**src/vme_irq_bcast_pkg.sv**
```systemverilog
`default_nettype none
package vme_irq_bcast_pkg;
    // ----------------------------------------
    // register map
    // ----------------------------------------
    localparam logic [11:0] CLOCK_PERIOD_ADDR = 12'h43C;
    localparam logic [11:0] CONTROL_ADDR = 12'h440;
    localparam logic [11:0] PULSE_WIDTH_ADDR = 12'h438;
    localparam logic [23:0] CLOCK_PERIOD_RESET = 24'h0003E8;
    localparam logic [15:0] PULSE_WIDTH_RESET = 16'h0022;
    localparam logic [7:0] ACK_VECTOR_RESET = 8'h0F;
    // ----------------------------------------
    // control register fields
    // ----------------------------------------
    localparam int COUNTER_SRC_POS = 30;
    localparam int EDGE_SRC_POS = 28;
    localparam int LINE1_FN_POS = 26;
    localparam int LINE2_FN_POS = 24;
    localparam int PULSE_TRIGGER_POS = 23;
    localparam int PULSE_STATUS_POS = 22;
    localparam int WITHDRAW_POS = 15;
    localparam int LEVEL_STATUS_POS = 12;
    localparam int UNACK_STATUS_POS = 11;
    localparam int REQUEST_LEVEL_POS = 8;
    localparam logic [1:0] AXI_OKAY = 2'h0;
    localparam logic [1:0] AXI_SLVERR = 2'h2;
    // ----------------------------------------
    // timing
    // ----------------------------------------
    localparam int CLOCK_MHZ = 250;
    localparam int TICK_NS = 1020;
    localparam int PULSE_STEP_NS = 30;
    localparam int TICK_CYCLES = TICK_NS * CLOCK_MHZ / 1000;
    localparam int PULSE_STEP_CYCLES = PULSE_STEP_NS * CLOCK_MHZ / 1000;

    typedef enum logic [1:0] {SRC_OFF, SRC_LINE1, SRC_LINE2, SRC_RSVD} source_sel_t;
    typedef enum logic [1:0] {FN_NORMAL, FN_PULSE, FN_PROG_CLOCK, FN_FIXED_CLOCK} line_fn_t;

    typedef struct packed {
        logic [2:0] level;
        logic [7:0] vector;
    } ack_answer_t;
endpackage
`default_nettype wire

```
**src/vme_interrupter_broadcast_ctl.sv**
```systemverilog
`default_nettype none
module vme_interrupter_broadcast_ctl (
    input wire logic mclk,
    input wire logic sys_rst,
    input wire logic [11:0] s_axi_awaddr,
    input wire logic s_axi_awvalid,
    output logic s_axi_awready,
    input wire logic [31:0] s_axi_wdata,
    input wire logic [3:0] s_axi_wstrb,
    input wire logic s_axi_wvalid,
    output logic s_axi_wready,
    output logic [1:0] s_axi_bresp,
    output logic s_axi_bvalid,
    input wire logic s_axi_bready,
    input wire logic [11:0] s_axi_araddr,
    input wire logic s_axi_arvalid,
    output logic s_axi_arready,
    output logic [31:0] s_axi_rdata,
    output logic [1:0] s_axi_rresp,
    output logic s_axi_rvalid,
    input wire logic s_axi_rready,
    input wire logic [15:0] pulse_width_field,
    input wire logic line1_in,
    input wire logic line2_in,
    output logic line1_out,
    output logic line2_out,
    output logic irq_request,
    output logic [2:0] irq_level,
    input wire logic iack_done,
    output vme_irq_bcast_pkg::ack_answer_t ack_answer,
    output logic count_event,
    output logic edge_event
);
    // ----------------------------------------
    // state
    // ----------------------------------------
    logic [23:0] period_reg, period_next;
    logic [1:0] cnt_src_reg, cnt_src_next, edge_src_reg, edge_src_next;
    logic [1:0] fn1_reg, fn1_next, fn2_reg, fn2_next;
    logic [7:0] vector_reg, vector_next;
    logic [2:0] level_reg, level_next;
    logic pend_reg, pend_next;
    logic [9:0] tick_cnt_reg, tick_cnt_next;
    logic tick_out_reg, tick_out_next;
    logic [23:0] clk_cnt_reg, clk_cnt_next;
    logic prog_out_reg, prog_out_next;
    logic pulse_reg, pulse_next;
    logic [15:0] pw_cnt_reg, pw_cnt_next;
    logic [2:0] step_reg, step_next;
    logic in1_reg, in2_reg;
    logic aw_reg, aw_next, w_reg, w_next, b_reg, b_next, r_reg, r_next;
    logic [11:0] awaddr_reg, awaddr_next;
    logic [31:0] wdata_reg, wdata_next, rdata_reg, rdata_next;
    logic [1:0] bresp_reg, bresp_next, rresp_reg, rresp_next;
    logic [3:0] wstrb_reg, wstrb_next;
    logic do_write, tick, prog_evt, wr_ctl, pulse_mode;

    function automatic logic line_pick(input logic [1:0] sel, input logic a, input logic b);
        return (sel == 2'h1) ? a : ((sel == 2'h2) ? b : 1'b0);
    endfunction

    function automatic logic line_drive(input logic [1:0] fn, input logic normal,
                                        input logic pulse, input logic prog,
                                        input logic fixed);
        unique case (vme_irq_bcast_pkg::line_fn_t'(fn))
            vme_irq_bcast_pkg::FN_NORMAL: return normal;
            vme_irq_bcast_pkg::FN_PULSE: return pulse;
            vme_irq_bcast_pkg::FN_PROG_CLOCK: return prog;
            vme_irq_bcast_pkg::FN_FIXED_CLOCK: return fixed;
        endcase
    endfunction

    function automatic logic [31:0] ctl_word(input logic [1:0] cs, input logic [1:0] es,
                                             input logic [1:0] f1, input logic [1:0] f2,
                                             input logic ps, input logic [2:0] lv,
                                             input logic pd, input logic [7:0] vec);
        logic [31:0] w;
        w = 32'h00000000;
        w[vme_irq_bcast_pkg::COUNTER_SRC_POS +: 2] = cs;
        w[vme_irq_bcast_pkg::EDGE_SRC_POS +: 2] = es;
        w[vme_irq_bcast_pkg::LINE1_FN_POS +: 2] = f1;
        w[vme_irq_bcast_pkg::LINE2_FN_POS +: 2] = f2;
        w[vme_irq_bcast_pkg::PULSE_STATUS_POS] = ps;
        w[vme_irq_bcast_pkg::LEVEL_STATUS_POS +: 3] = lv;
        w[vme_irq_bcast_pkg::UNACK_STATUS_POS] = pd;
        w[7:0] = vec;
        return w;
    endfunction

    // ----------------------------------------
    // axi4-lite slave
    // ----------------------------------------
    assign s_axi_awready = !aw_reg && !b_reg;
    assign s_axi_wready = !w_reg && !b_reg;
    assign s_axi_arready = !r_reg;
    assign do_write = aw_reg && w_reg && !b_reg;
    assign wr_ctl = do_write && awaddr_reg == vme_irq_bcast_pkg::CONTROL_ADDR;
    assign pulse_mode = fn1_reg == 2'h1 || fn2_reg == 2'h1;

    always_comb begin
        aw_next = aw_reg;
        w_next = w_reg;
        b_next = b_reg;
        r_next = r_reg;
        awaddr_next = awaddr_reg;
        wdata_next = wdata_reg;
        wstrb_next = wstrb_reg;
        bresp_next = bresp_reg;
        rresp_next = rresp_reg;
        rdata_next = rdata_reg;
        if (s_axi_awvalid && s_axi_awready) begin
            aw_next = 1'b1;
            awaddr_next = s_axi_awaddr;
        end
        if (s_axi_wvalid && s_axi_wready) begin
            w_next = 1'b1;
            wdata_next = s_axi_wdata;
            // strobes are kept with the data: the master may drop them once w is taken
            wstrb_next = s_axi_wstrb;
        end
        if (do_write) begin
            aw_next = 1'b0;
            w_next = 1'b0;
            b_next = 1'b1;
            bresp_next = (awaddr_reg == vme_irq_bcast_pkg::CONTROL_ADDR
                || awaddr_reg == vme_irq_bcast_pkg::CLOCK_PERIOD_ADDR)
                ? vme_irq_bcast_pkg::AXI_OKAY : vme_irq_bcast_pkg::AXI_SLVERR;
        end
        if (b_reg && s_axi_bready) begin
            b_next = 1'b0;
        end
        if (r_reg && s_axi_rready) begin
            r_next = 1'b0;
        end
        if (s_axi_arvalid && s_axi_arready) begin
            r_next = 1'b1;
            rresp_next = vme_irq_bcast_pkg::AXI_OKAY;
            unique case (s_axi_araddr)
                vme_irq_bcast_pkg::CLOCK_PERIOD_ADDR: rdata_next = {8'h00, period_reg};
                // trigger, withdraw and request level always read zero
                vme_irq_bcast_pkg::CONTROL_ADDR: rdata_next = ctl_word(cnt_src_reg,
                    edge_src_reg, fn1_reg, fn2_reg, pulse_reg, level_reg, pend_reg,
                    vector_reg);
                default: begin
                    rdata_next = 32'h00000000;
                    rresp_next = vme_irq_bcast_pkg::AXI_SLVERR;
                end
            endcase
        end
    end

    // ----------------------------------------
    // registers and interrupter
    // ----------------------------------------
    always_comb begin
        period_next = period_reg;
        cnt_src_next = cnt_src_reg;
        edge_src_next = edge_src_reg;
        fn1_next = fn1_reg;
        fn2_next = fn2_reg;
        vector_next = vector_reg;
        level_next = level_reg;
        pend_next = pend_reg;
        if (do_write && awaddr_reg == vme_irq_bcast_pkg::CLOCK_PERIOD_ADDR
            && wdata_reg[23:0] != 24'h000000 && wstrb_reg != 4'h0) begin
            period_next = wdata_reg[23:0];
        end
        if (wr_ctl && wstrb_reg[3]) begin
            cnt_src_next = wdata_reg[vme_irq_bcast_pkg::COUNTER_SRC_POS +: 2];
            edge_src_next = wdata_reg[vme_irq_bcast_pkg::EDGE_SRC_POS +: 2];
            fn1_next = wdata_reg[vme_irq_bcast_pkg::LINE1_FN_POS +: 2];
            fn2_next = wdata_reg[vme_irq_bcast_pkg::LINE2_FN_POS +: 2];
        end
        if (wr_ctl && wstrb_reg[0]) begin
            vector_next = wdata_reg[7:0];
        end
        if (pend_reg && iack_done) begin
            pend_next = 1'b0;
            level_next = 3'h0;
        end
        if (wr_ctl && wstrb_reg[1] && wdata_reg[vme_irq_bcast_pkg::WITHDRAW_POS]) begin
            pend_next = 1'b0;
            level_next = 3'h0;
        end else if (wr_ctl && wstrb_reg[1]
            && wdata_reg[vme_irq_bcast_pkg::REQUEST_LEVEL_POS +: 3] != 3'h0) begin
            // a new request wins over an acknowledge of the old one in the same cycle
            pend_next = 1'b1;
            level_next = wdata_reg[vme_irq_bcast_pkg::REQUEST_LEVEL_POS +: 3];
        end
    end

    // ----------------------------------------
    // broadcast generators
    // ----------------------------------------
    assign tick = tick_cnt_reg == 10'(vme_irq_bcast_pkg::TICK_CYCLES - 1);
    assign prog_evt = tick && clk_cnt_reg >= period_reg - 24'h1;

    always_comb begin
        tick_cnt_next = tick ? 10'h000 : tick_cnt_reg + 10'h001;
        // fixed clock toggles twice per tick so its period is one tick
        tick_out_next = (tick || tick_cnt_reg == 10'(vme_irq_bcast_pkg::TICK_CYCLES / 2 - 1))
            ? !tick_out_reg : tick_out_reg;
        clk_cnt_next = clk_cnt_reg;
        prog_out_next = prog_out_reg;
        if (tick) begin
            clk_cnt_next = clk_cnt_reg + 24'h000001;
            if (prog_evt) begin
                clk_cnt_next = 24'h000000;
                prog_out_next = !prog_out_reg;
            end
        end
        pulse_next = pulse_reg;
        pw_cnt_next = pw_cnt_reg;
        step_next = step_reg;
        if (pulse_reg) begin
            step_next = (step_reg == 3'(vme_irq_bcast_pkg::PULSE_STEP_CYCLES - 1))
                ? 3'h0 : step_reg + 3'h1;
            if (step_reg == 3'(vme_irq_bcast_pkg::PULSE_STEP_CYCLES - 1)) begin
                pw_cnt_next = pw_cnt_reg + 16'h0001;
                if (pw_cnt_reg + 16'h0001 >= pulse_width_field) begin
                    pulse_next = 1'b0;
                    pw_cnt_next = 16'h0000;
                end
            end
        end else if (wr_ctl && wstrb_reg[2] && pulse_mode
            && wdata_reg[vme_irq_bcast_pkg::PULSE_TRIGGER_POS]) begin
            pulse_next = 1'b1;
            pw_cnt_next = 16'h0000;
            step_next = 3'h0;
        end
    end

    always_ff @(posedge mclk) begin
        if (sys_rst) begin
            aw_reg <= 1'b0;
            w_reg <= 1'b0;
            b_reg <= 1'b0;
            r_reg <= 1'b0;
            awaddr_reg <= 12'h000;
            wdata_reg <= 32'h00000000;
            wstrb_reg <= 4'h0;
            rdata_reg <= 32'h00000000;
            bresp_reg <= 2'h0;
            rresp_reg <= 2'h0;
            period_reg <= vme_irq_bcast_pkg::CLOCK_PERIOD_RESET;
            cnt_src_reg <= 2'h0;
            edge_src_reg <= 2'h0;
            fn1_reg <= 2'h0;
            fn2_reg <= 2'h0;
            vector_reg <= vme_irq_bcast_pkg::ACK_VECTOR_RESET;
            level_reg <= 3'h0;
            pend_reg <= 1'b0;
            tick_cnt_reg <= 10'h000;
            tick_out_reg <= 1'b0;
            clk_cnt_reg <= 24'h000000;
            prog_out_reg <= 1'b0;
            pulse_reg <= 1'b0;
            pw_cnt_reg <= 16'h0000;
            step_reg <= 3'h0;
            in1_reg <= 1'b0;
            in2_reg <= 1'b0;
        end else begin
            aw_reg <= aw_next;
            w_reg <= w_next;
            b_reg <= b_next;
            r_reg <= r_next;
            awaddr_reg <= awaddr_next;
            wdata_reg <= wdata_next;
            wstrb_reg <= wstrb_next;
            rdata_reg <= rdata_next;
            bresp_reg <= bresp_next;
            rresp_reg <= rresp_next;
            period_reg <= period_next;
            cnt_src_reg <= cnt_src_next;
            edge_src_reg <= edge_src_next;
            fn1_reg <= fn1_next;
            fn2_reg <= fn2_next;
            vector_reg <= vector_next;
            level_reg <= level_next;
            pend_reg <= pend_next;
            tick_cnt_reg <= tick_cnt_next;
            tick_out_reg <= tick_out_next;
            clk_cnt_reg <= clk_cnt_next;
            prog_out_reg <= prog_out_next;
            pulse_reg <= pulse_next;
            pw_cnt_reg <= pw_cnt_next;
            step_reg <= step_next;
            in1_reg <= line1_in;
            in2_reg <= line2_in;
        end
    end

    // ----------------------------------------
    // outputs
    // ----------------------------------------
    assign s_axi_bvalid = b_reg;
    assign s_axi_bresp = bresp_reg;
    assign s_axi_rvalid = r_reg;
    assign s_axi_rdata = rdata_reg;
    assign s_axi_rresp = rresp_reg;
    assign irq_request = pend_reg;
    assign irq_level = level_reg;
    assign ack_answer = '{level: level_reg, vector: vector_reg};
    // normal mode drives the line high when a request at that level is pending
    assign line1_out = line_drive(fn1_reg, pend_reg && level_reg == 3'h1, pulse_reg,
        prog_out_reg, tick_out_reg);
    assign line2_out = line_drive(fn2_reg, pend_reg && level_reg == 3'h2, pulse_reg,
        prog_out_reg, tick_out_reg);
    // rising edges on the chosen input; an unselected line yields nothing
    assign count_event = line_pick(cnt_src_reg, line1_in && !in1_reg,
        line2_in && !in2_reg);
    assign edge_event = line_pick(edge_src_reg, line1_in && !in1_reg,
        line2_in && !in2_reg);
endmodule
`default_nettype wire

```
**config.mk**
```make
export PLATFORM = sky130hd
export DESIGN_NAME = vme_interrupter_broadcast_ctl
export DESIGN_NICKNAME = d
export VERILOG_FILES = /design/src/vme_irq_bcast_pkg.sv /design/src/vme_interrupter_broadcast_ctl.sv
export SDC_FILE = /design/constraint.sdc
export NUM_CORES = 1
export LEC_CHECK = 0
export ABC_AREA = 1
export ABC_CLOCK_PERIOD_IN_PS = 3500
export BUFFER_PORTS_ARGS = -buffer_cell sky130_fd_sc_hd__buf_2
export CORE_MARGIN = 5
export CORE_UTILIZATION = 35
export DETAILED_ROUTE_END_ITERATION = 10
export HOLD_SLACK_MARGIN = 0.06
export SETUP_SLACK_MARGIN = 0.15
export SYNTH_ARGS = -nofsm -noshare
export SYNTH_HDL_FRONTEND = slang
export SYNTH_SLANG_ARGS = --single-unit
```
**constraint.sdc**
```tcl
create_clock -name mclk -period 3.5 [get_ports mclk]
set_clock_uncertainty 0.2 [all_clocks]
set_input_delay 0 -clock mclk [delete_from_list [all_inputs] [get_ports mclk]]
set_output_delay 0 -clock mclk [all_outputs]
set_load 0.01 [all_outputs]
```
After elaboration in Yosys (flattened, before gate mapping):

Index checks and enable logic that the tools add are counted.
Widths: inputs -> output; s select.

* bits in registers: 190
* output and inout port bits: 60

* $add $sub $neg: 5
* $lt $le $gt $ge: 2
* equality and inequality tests: 20
* muxes and demuxes: 27
* reductions and logical operators: 53

Operators with widths (number)
* $mux 16: 4
* $pmux 32 s2: 1
* $eq 12x11->1 const B: 4
* $logic_and 1x1->1: 27
* $add 24x1->24 const B: 1
* $ge 24x24->1: 1
* $mux 24: 1
* $reduce_bool 24->1: 1
* $sub 24x1->24 const B: 1
* $add 16x1->16 const B: 1
* $ge 16x16->1: 1
* $mux 3: 5
* $eq 2x2->1 const B: 6
* $mux 1: 12
* $add 10x1->10 const B: 1
* $eq 10x7->1 const B: 1
* $eq 10x8->1 const B: 1
* $reduce_or 2->1: 5
* $eq 2x1->1 const B: 4
* $logic_not 1->1: 8
* $pmux 1 s4: 2
* $reduce_bool 2->1: 3
* $logic_not 2->1: 2
* $mux 2: 2
* other kinds (9): 12

Logic depth before layout (Yosys ltp):

Gate-level depths: netlist of run 1.

* word-level depth: 8
* depth in mapped cells: 21

Worst setup path before layout of run 1:

No wires, ideal clock.

* path kind: reg2reg
* from: register period_reg[0]
* to: register clk_cnt_reg[14]
* arrival time: 2.665 ns
* required time: 3.183 ns
* slack: 0.518 ns
* stages on the path, launching flop included: 21
* path buffers: 1
* cell sequence: dfxtp_1 > inv_1 > ha_1 > nand2_1 > nor3_2 > nand2_1 > nor2_2 > nand3_1 > xnor2_1 > inv_1 > ha_1 > nand2_1 > nor2_1 > nand4_1 > nor2_1 > nand2_1 > nand2_1 > nand2_1 > nand2_2 > buf_2 > nor2_1

* longest elaborated chain between the ends: 4

Ends and longest elaborated chain
* start: declaration: line vme_interrupter_broadcast_ctl.sv:37 `logic [23:0] period_reg, period_next;`
* start signal: assignment: line vme_interrupter_broadcast_ctl.sv:245 `period_reg <= vme_irq_bcast_pkg::CLOCK_PERIOD_RESET;`
* start signal: assignment: line vme_interrupter_broadcast_ctl.sv:273 `period_reg <= period_next;`
* $sub 24x1->24: line vme_interrupter_broadcast_ctl.sv:196 `assign prog_evt = tick && clk_cnt_reg >= period_reg - 24'h1;`
* $ge 24x24->1: line vme_interrupter_broadcast_ctl.sv:196
* $logic_and 1x1->1: line vme_interrupter_broadcast_ctl.sv:196
* $mux 24: line vme_interrupter_broadcast_ctl.sv:207 `if (prog_evt) begin`
* end signal: assignment: line vme_interrupter_broadcast_ctl.sv:283 `clk_cnt_reg <= clk_cnt_next;`
* end: declaration: line vme_interrupter_broadcast_ctl.sv:45 `logic [23:0] clk_cnt_reg, clk_cnt_next;`

No other way between the ends.
A chain may end at the register's enable or synchronous reset.

Worst setup path after layout of run 1:

* from: register period_reg[0]
* to: register clk_cnt_reg[21]

The elaborated chain is that of the path after synthesis.

==> metrics.txt, run 1 <==
status=finished clean; Logic pwr share=a little over a tenth; final hold slack=~0.14 ns; final wirelength=25800 um; sw frac=between 20% and 30%; Crit path max-delay family=simple AND/OR/NAND/NOR gates; worst path cell trace=inv_1, ha_1, nand2_2, nor3_4, nand2_2, nor2_4, nand3_1, xnor2_1, inv_1, ha_1, nand2_1, nor2_2, nand4_1, nor2_1, nand2_1, nand2_1, nand2_1, buf_4, inv_1, nor2_1; kind of critical path=flop to flop; CTS tree=done; register area share after synthesis=39.7%; row cnt=60; Layout area overhead=29.9%; flops & latches, synth=about 190; FF-to-FF Start=period_reg[0]; CP Depth=20; # DRC=0; core area=~27000 um2; share of cells above drive strength 1=between 10 and 15%; R2R Path End=clk_cnt_reg[21]; sequential fraction of design power=a little under half; Final Hold Vio Count=0; most frequent cells in the layout=nand2_1 (216), nor2_1 (213), dfxtp_1 (188); Tcrit/Tclk final=87.4%; CP bufs+invs=4; Clock Tree Buf Depth=2; Inserted Diodes=0; Adder-Cell Fraction of Synth Area=5.94%; Final Cell Area=roughly 12000 um2; Netlist Area Pre-Place=9480 um2; Setup Viol. Count Final=0; Antenna Violating Nets Remaining=0; Slew HR=41.2%; drt initial violations=slightly above 600; hold crit path type=input pin to flop; Unique masters post-synth=42; main combinational cell family by area after synthesis=simple AND/OR/NAND/NOR gates; largest net degree at the start of global routing=between 100 and 150; grt ovf=0; Final Slew Violations=0; EDFF count, synth=0; CP required=between 3 and 4 ns; commonest non-fill, non-tap cell in the layout=nand2_1; Critical Path Source=period_reg[0]; die height=175 um; fin nets=~1.7k; Post-Synthesis Cells=about 1.3k; total CTS buffers=17; most frequent CP cell=nand2_1; Max Freq=roughly 330 MHz; reg2reg setup slack=about 0.44 ns; RSZ-0062 raised after global routing=no; PwrDens=just over 400 nW/um2; Via density=between 4 and 5; Peak VDD IR=about 250 uV; Worst R2R Path Depth=20; Worst Setup EP=clk_cnt_reg[21]; Net Sw Power=1.40 mW; total negative slack=0 ns; Main synth FF type=dfxtp_1; Vias=a little over 9k; clock share of power=43.4%; Die ar.=about 30000 um2; Crit path largest cell delay=0.33 ns; fin crit period=just over 3 ns; Critical Path Slowest Stage Cell=dfxtp_1; Post-Syn Area per Cell=around 7.2 um2; CP startpoint kind=flop; CTS Sinks=188; post-DP HPWL=18000 um; asr flop ratio synth=0%; Die W=around 170 um; # fillers=about 2.6k; internal power=3.58 mW; clk_lat worst skew=about 0.44 ns; first-pass GRT wire length=approximately 43000 um; dpl cell area=about 10000 um2; post-synthesis mux area share=0%; Ports=~150; number of port buffers=143; Synth Warn #=0; max-cap violations=0; Clock Tree Root=clkbuf_16; Clock transition at path regs=approximately 0.090 ns; Post-Synth Simple-Gate Area=between 20% and 30%; xor-xnor portion of the synthesized cell area=roughly 4.3%; Worst Path Arrival=roughly 3.2 ns; initial antenna violation count=0; effective utilization at floorplan=a little over a third; Lkg Pwr=between 5 and 6 nW; WL per Instance=between 10 and 15 um; 1st-pass router iterations=7; Critical Path Fanout Max=5; GP Congestion=approximately 0.81; GRT Total Usage=16.7%; H-tree levels=4; CP endpoint kind=flop; Synth Area in Compound Gates=between 10% and 20%; vias in the first global route=about 8.8k; worst slew pin tran=0.882 ns
[routing by layer]
layer / share of wire (%) / wire (um) / up-vias / track usage, %
met3: 4.0 / 1030 / 26 / 2.88
met2: 47 / 12100 / 192 / 28.2
met1: 48 / 12300 / 4131 / 22.2
met4: 1.5 / 375 / 0 / 4.39
li1: - / - / 4825 / -
met5: 0 / 0 / - / 0
[Yosys cell counts (2+ instances only)]
master | number | area (um2)
clkbuf_1 | 36 | 135
nor2_4 | 2 | 22.5
o31ai_1 | 2 | 15.0
nand2_2 | 4 | 25.0
nand3_1 | 75 | 375
nor3_1 | 19 | 95.1
xor2_1 | 25 | 219
and2_1 | 3 | 18.8
nor3b_1 | 2 | 15.0
a21oi_1 | 100 | 500
buf_2 | 9 | 45.0
dfxtp_1 | 188 | 3760
inv_2 | 3 | 11.3
inv_1 | 136 | 510
o21a_1 | 2 | 15.0
nand4_1 | 37 | 231
o41ai_1 | 2 | 17.5
nand3b_1 | 7 | 52.6
xnor2_1 | 22 | 193
nor3_2 | 2 | 20.0
o211ai_1 | 17 | 128
nor2_1 | 216 | 811
nor4_1 | 6 | 37.5
o22ai_1 | 3 | 18.8
buf_4 | 9 | 67.6
nor3_4 | 2 | 32.5
o21ai_0 | 109 | 546
ha_1 | 45 | 563
a21o_1 | 3 | 22.5
nand2_1 | 219 | 822
nor2_2 | 8 | 50.1
nand3_2 | 2 | 20.0
[through the flow]
stage / instances / setup slack (ns) / util, % / total power [mW]
after floorplan: 1326 / 0.518 / - / 2.57
after global placement: 1764 / 0.344 / 39.0 / 2.72
after CTS: 1911 / 0.271 / 45.8 / 5.01
final: 1912 / 0.442 / 46.0 / 4.98
after global routing: 1912 / 0.140 / 46.0 / 5.19
after detailed placement: 1764 / 0.309 / 39.0 / 2.73
[layout make-up]
cell class	instances	area (um2)	area share, %
clock buffers	17	425	3.45
well taps	341	427	3.46
multi-input cells	944	5000	40.6
clock inverters	15	240	1.95
flip-flops and latches	188	3760	30.6
inverters	139	523	4.25
repair buffers	268	1940	15.8
[power by group through the flow]
stage | clock, mW | sequential [mW] | combinational (mW)
2_1_floorplan | 0 | 2.33 | 0.236
3_3_place_gp | 0 | 2.34 | 0.386
3_5_place_dp | 0 | 2.34 | 0.391
4_1_cts | 2.20 | 2.29 | 0.525
5_1_grt | 2.29 | 2.30 | 0.595
6_report | 2.16 | 2.29 | 0.531
[worst min path at each step]
stage                               start       endpoint  slack [ns]  cells after the start
final                     s_axi_awaddr[1]  awaddr_reg[1]        0.14                      4
after global routing      s_axi_awaddr[6]  awaddr_reg[6]        0.16                      4
after CTS                 s_axi_awaddr[0]  awaddr_reg[0]        0.12                      4
after detailed placement     s_axi_bready   s_axi_bvalid      -0.004                      2
after global placement       s_axi_bready   s_axi_bvalid     -0.0004                      2
after floorplan              s_axi_bready   s_axi_bvalid       -0.10                      1
[tightest hold or removal path, cell delays in order]
cell and delay, ns:
dlygate4sd3_1 0.52, buf_2 0.09, o21ai_0 0.07, nor2_1 0.07
[what timing repair did]
item | CTS | global route
gates resized for setup | 0 | 12
setup endpoints to repair | 0 | 23
setup buffers | 0 | 1
endpoints found under the hold margin | 84 | 0
hold buffers | 115 | 0
[cells by family (layout without fill, tap and decap cells)]
kind of cell             after synthesis  in the layout
AO/OA/AOI/OAI                        241            241
XOR/XNOR                              47             47
adder cells (fa/ha/maj)               45             45
buffers and inverters                194            439
flip-flops                           188            188
other                                  1              2
AND/OR/NAND/NOR                      609            609
Power figures use the tool's default switching activity.
==> run 2, diff against run 1 <==
--- a/config.mk
+++ b/config.mk
@@ -9,9 +9,11 @@
 export ABC_CLOCK_PERIOD_IN_PS = 3500
 export BUFFER_PORTS_ARGS = -buffer_cell sky130_fd_sc_hd__buf_2
 export CORE_MARGIN = 5
-export CORE_UTILIZATION = 35
+export CORE_UTILIZATION = 49
 export DETAILED_ROUTE_END_ITERATION = 10
 export HOLD_SLACK_MARGIN = 0.06
+export MAX_ROUTING_LAYER = met4
+export PLACE_DENSITY = 0.7
 export SETUP_SLACK_MARGIN = 0.15
 export SYNTH_ARGS = -nofsm -noshare
 export SYNTH_HDL_FRONTEND = slang
==> constraint.sdc (replaced) <==
create_clock -name mclk -period 3.5 [get_ports mclk]
set_clock_uncertainty 0.2 [all_clocks]
set_input_delay 0.875 -clock mclk [delete_from_list [all_inputs] [get_ports mclk]]
set_output_delay 0.875 -clock mclk [all_outputs]
set_load 0.01 [all_outputs]
==> run 2 against run 1 <==
  * Utilization increased by 13 points
  * Die area shrank 27%
  * Sequential power about the same
  * Global-route usage increased by 5.2 points
  * Flip-flop and latch count unchanged
  * Via count fell by 3.7%
  * Count of clock-buffer cells in the layout unchanged
  * Worst setup slack better by 0.0033 ns
  * Critical endpoint is now clk_cnt_reg[13]
==> metrics.txt, run 2 (synthesized netlist as in run 1, its figures left out) <==
placed cell count=1689 (was 1764); Setup Viol. Count Final=0 (unchanged); core area=18900 um2 (was 26800 um2); GP Congestion=0.897 (was 0.813); WL per Instance=13.6 um (was 13.5 um); # DRC=0 (unchanged); Final Hold Vio Count=0 (unchanged); total negative slack=0 ns (unchanged); post-CTS setup buffers=0 (unchanged); # fillers=1855 (was 2642); H-tree levels=4 (unchanged); Peak VDD IR=274 uV (was 253 uV); final hold slack=0.258 ns (was 0.139 ns); worst slew pin tran=0.768 ns (was 0.882 ns); total CTS buffers=17 (unchanged); Inserted Diodes=0 (unchanged); Tcrit/Tclk final=87.3% (was 87.4%); fin nets=1579 (was 1689); RSZ-0062 raised after global routing=no (unchanged); kind of critical path=flop to flop (unchanged); grt ovf=0 (unchanged); CP startpoint kind=flop (unchanged); status=finished clean (unchanged); CTS Sinks=188 (unchanged); Layout area overhead=17.1% (was 29.9%); fin crit period=3.05 ns (was 3.06 ns); commonest non-fill, non-tap cell in the layout=nand2_1 (unchanged); hold crit path type=flop to flop (was input pin to flop); Clock transition at path regs=0.08 ns (was 0.09 ns); Lkg Pwr=4.95 nW (was 5.45 nW); number of port buffers=143 (unchanged); Clock Tree Root=clkbuf_16 (unchanged); effective utilization at floorplan=50.2% (was 35.4%); Worst Hold Depth=2 (was 4); max-cap violations=0 (unchanged); initial antenna violation count=0 (unchanged); Final Slew Violations=0 (unchanged); Ports=146 (unchanged); Max Freq=327 MHz (about the same); Final Core Density=58.8% (was 46.0%); post-DP HPWL=17500 um (was 18000 um); Slew HR=48.6% (was 41.2%); Via density=5.13 (was 4.80); Worst Path Arrival=3.18 ns (was 3.19 ns); Vias=8837 (was 9174); drt initial violations=608 (unchanged); Die ar.=22200 um2 (was 30500 um2); Die W=149 um (was 175 um); largest net degree at the start of global routing=45 (was 101); vias in the first global route=8217 (was 8801); Tot Pwr=4.75 mW (was 4.98 mW); CP required=3.62 ns (was 3.63 ns); CP endpoint kind=flop (unchanged); PwrDens=428 nW/um2 (was 404 nW/um2); 1st-pass router iterations=5 (was 7); clk_lat worst skew=0.45 ns (was 0.44 ns); Clock Tree Buf Depth=2 (unchanged); CTS tree=done (unchanged); die height=149 um (was 175 um); row cnt=50 (was 60); Critical Path Fanout Max=16 (was 5); final cell count without fillers=1721 (was 1912); GRT Total Usage=21.9% (was 16.7%); share of cells above drive strength 1=15.5% (was 14.1%); Worst R2R Path Depth=18 (was 20); final wirelength=23400 um (was 25800 um); Antenna Violating Nets Remaining=0 (unchanged); most frequent cells in the layout=nand2_1 (215), nor2_1 (214), dfxtp_1 (188) (was nand2_1 (216), nor2_1 (213), dfxtp_1 (188)); first-pass GRT wire length=39100 um (was 42900 um)
run 2: changes by cell type in the layout (fill, tap and decap cells not counted), sizes merged:
cell / before / now
clkinv: 4 / 7
dlygate4sd3: 115 / 0
buf: 153 / 158
inv: 149 / 146
run 2: through the flow:
step	worst slack, ns	cell area [um2]
after floorplan	0.518	9490
after detailed placement	0.175	10400
after global routing	0.135	11100
after global placement	0.267	10400
after CTS	0.153	11100
final	0.445	11100
run 2: repair_timing:
item | in CTS | in global routing
hold buffers | 0 | 0
gates resized for setup | 0 | 12
setup endpoints to repair | 0 | 23
run 2: layer usage:
metal	track usage, %	share of wire [%]	up-vias
met3	3.25	4.4	18
met1	30.5	48	4002
li1	-	-	4604
met4	5.49	1.0	0
met5	-	0	-
met2	33.6	47	213
run 2: worst paths after layout:
| kind | startpoint | to | slack, ns |
|---|---|---|---|
| setup / recovery | period_reg[2] | clk_cnt_reg[13] | 0.45 |
| hold / removal | awaddr_reg[8] | awaddr_reg[8] | 0.26 |
| setup reg to reg | period_reg[2] | clk_cnt_reg[13] | 0.45 |
| hold reg to reg | awaddr_reg[8] | awaddr_reg[8] | 0.26 |
run 2: critical path, stage by stage (launching register included):
cell and delay (ns):
dfxtp_1 0.36, nor2_1 0.16, nand3_1 0.13, nor3_4 0.28, nand2_2 0.12, nor2_2 0.16
nand3_1 0.10, xnor2_1 0.15, inv_1 0.06, ha_1 0.28, nand2_1 0.07, nor2_1 0.16
nand4_1 0.09, nor2_1 0.10, nand2_1 0.09, nand2_2 0.12, nand2_4 0.09, nand2_8 0.14
nor2_1 0.07
run 2: power by group:
group	switching, mW	total (mW)	internal, mW
sequential	0.0582	2.29	2.23
combinational	0.239	0.389	0.150
clock	1.01	2.08	1.06
run 2: layout make-up:
| class | instances | area, um2 | share of cell area, % |
|---|---|---|---|
| Timing Repair Buffer | 158 | 841 | 7.57 |
| Multi-Input combinational cell | 944 | 5000 | 45.0 |
| Clock inverter | 15 | 225 | 2.03 |
| Inverter | 139 | 523 | 4.71 |
| Clock buffer | 17 | 425 | 3.83 |
| Tap cell | 260 | 325 | 2.93 |
| Sequential cell | 188 | 3760 | 33.9 |
==> run 3, diff against run 2 <==
--- a/config.mk
+++ b/config.mk
@@ -6,7 +6,7 @@
 export NUM_CORES = 1
 export LEC_CHECK = 0
 export ABC_AREA = 1
-export ABC_CLOCK_PERIOD_IN_PS = 3500
+export ABC_CLOCK_PERIOD_IN_PS = 3450
 export BUFFER_PORTS_ARGS = -buffer_cell sky130_fd_sc_hd__buf_2
 export CORE_MARGIN = 5
 export CORE_UTILIZATION = 49
==> constraint.sdc (replaced) <==
create_clock -name mclk -period 3.45 [get_ports mclk]
set_clock_uncertainty 0.2 [all_clocks]
set_input_delay 0.8625 -clock mclk [delete_from_list [all_inputs] [get_ports mclk]]
set_output_delay 0.8625 -clock mclk [all_outputs]
set_load 0.01 [all_outputs]
==> run 3 against run 2 <==
  * Utilization shrank 0.15 points
  * Fmax rose by 3.1%
  * First-iteration DRC count up 2.1%
  * Flip-flop and latch count stayed put
  * Critical path type unchanged
==> metrics.txt, run 3 (synthesized netlist as in run 1, its figures left out) <==
commonest non-fill, non-tap cell in the layout=nand2_1 (unchanged); number of port buffers=143 (unchanged); final wirelength=23100 um (was 23400 um); Final Slew Violations=0 (unchanged); dpl cell area=10400 um2 (about the same); Ports=146 (unchanged); hold buffer count at CTS=0 (unchanged); hold crit path type=flop to flop (unchanged); CP endpoint kind=flop (unchanged); RSZ-0062 raised after global routing=no (unchanged); # fillers=1831 (was 1855); Clock Tree Buf Depth=2 (unchanged); share of cells above drive strength 1=15.4% (was 15.5%); total CTS buffers=17 (unchanged); total negative slack=0 ns (unchanged); H-tree levels=4 (unchanged); Peak VDD IR=273 uV (was 274 uV); WL met3=992 um (was 1030 um); Antenna Violating Nets Remaining=0 (unchanged); Die ar.=22200 um2 (unchanged); most frequent cells in the layout=nand2_1 (216), nor2_1 (213), dfxtp_1 (188) (was nand2_1 (215), nor2_1 (214), dfxtp_1 (188)); Vias=8785 (was 8837); post-CTS setup buffers=0 (unchanged); CP startpoint kind=flop (unchanged); fin crit period=2.96 ns (was 3.05 ns); Lkg Pwr=4.94 nW (was 4.95 nW); WL per Instance=13.5 um (was 13.6 um); status=finished clean (unchanged); Tot Pwr=4.75 mW (about the same); Clock Tree Root=clkbuf_16 (unchanged); 1st-pass router iterations=4 (was 5); Layout area overhead=16.8% (was 17.1%); first-pass GRT wire length=38200 um (was 39100 um); die height=149 um (unchanged); largest net degree at the start of global routing=60 (was 45); max layer used=met4 (unchanged); Final Core Density=58.6% (was 58.8%); max-cap violations=0 (unchanged); vias in the first global route=8030 (was 8217); effective utilization at floorplan=50.2% (unchanged); Worst Path Arrival=3.13 ns (was 3.18 ns); GP Congestion=0.885 (was 0.897); metal2 WL=10500 um (was 10900 um); core area=18900 um2 (unchanged); Worst R2R Path Depth=17 (was 18); footprint of the multi-input gates=4990 um2 (was 5000 um2); Clock transition at path regs=0.07 ns (was 0.08 ns); drt initial violations=621 (was 608); CTS tree=done (unchanged); post-DP HPWL=17300 um (was 17500 um); Inserted Diodes=0 (unchanged); Critical Path Fanout Max=16 (unchanged); Tcrit/Tclk final=85.8% (was 87.3%); WL met1=11300 um (was 11200 um); Slew HR=45.5% (was 48.6%); # DRC=0 (unchanged); initial antenna violation count=0 (unchanged); row cnt=50 (unchanged); GRT Total Usage=21.4% (was 21.9%); final hold slack=0.253 ns (was 0.258 ns); CTS Sinks=188 (unchanged); grt ovf=0 (unchanged); Setup Viol. Count Final=0 (unchanged); Final Hold Vio Count=0 (unchanged); CP required=3.62 ns (about the same); Max Freq=338 MHz (was 327 MHz); Die W=149 um (unchanged); Worst Hold Depth=2 (unchanged); PwrDens=429 nW/um2 (was 428 nW/um2); kind of critical path=flop to flop (unchanged); clk_lat worst skew=0.45 ns (about the same); Via density=5.11 (was 5.13); Reg area=3760 um2 (unchanged); worst slew pin tran=0.815 ns (was 0.768 ns); Final Cell Area=11100 um2 (about the same); fin nets=1577 (was 1579)
[run 3: cell count changes in the layout (fill, tap and decap cells not counted), sizes merged]
cell    previous run  this run
clkinv             7         8
buf              158       156
inv              146       144
clkbuf            17        18
[run 3: timing repair]
item / CTS / global route
pin swaps: 0 / 2
gates resized for setup: 1 / 11
setup endpoints to repair: 12 / 23
cloned: 0 / 0
[run 3: where the power goes]
part           internal [mW]  total (mW)  switching [mW]
clock                   1.07        2.03           0.962
sequential              2.26        2.32          0.0595
combinational          0.152       0.391           0.240
total                   3.49        4.75            1.26
[run 3: critical path: stages (launching register included)]
cell	delay [ns]
dfxtp_1	0.35
nor2_1	0.16
nand3_1	0.12
nor3_4	0.15
nand2_1	0.14
nor2_2	0.16
nand3_1	0.11
xnor2_1	0.19
inv_1	0.06
ha_1	0.29
a21o_1	0.18
nor2_1	0.11
nand2_1	0.07
a21oi_2	0.15
nand2_2	0.11
nand2_4	0.13
nand2_8	0.11
nor2_1	0.12
[run 3: metrics by stage]
stage	instances	setup slack, ns
after floorplan	1326	0.468
after CTS	1719	0.204
after detailed placement	1687	0.159
after global placement	1687	0.257
after global routing	1719	0.157
final	1719	0.489
[run 3: layout make-up]
class                      instances  share of cell area (%)
clock inverter                    14                    1.74
multi-input combinational        944                    45.1
clock buffer                      18                    3.97
tap                              260                    2.94
timing repair buffer             156                    7.57
inverter                         139                    4.72
sequential                       188                    34.0
[run 3: path summary, 6_finish.rpt]
path	startpoint	endpoint	slack [ns]
setup / recovery	period_reg[2]	clk_cnt_reg[15]	0.49
hold / removal	awaddr_reg[8]	awaddr_reg[8]	0.25
setup reg to reg	period_reg[2]	clk_cnt_reg[15]	0.49
hold reg to reg	awaddr_reg[8]	awaddr_reg[8]	0.25
[run 3: routing by layer]
layer	global-route usage [%]	vias to the layer above
met1	29.8	3968
met5	-	-
li1	-	4593
met4	6.18	0
met2	32.2	200
met3	3.28	24
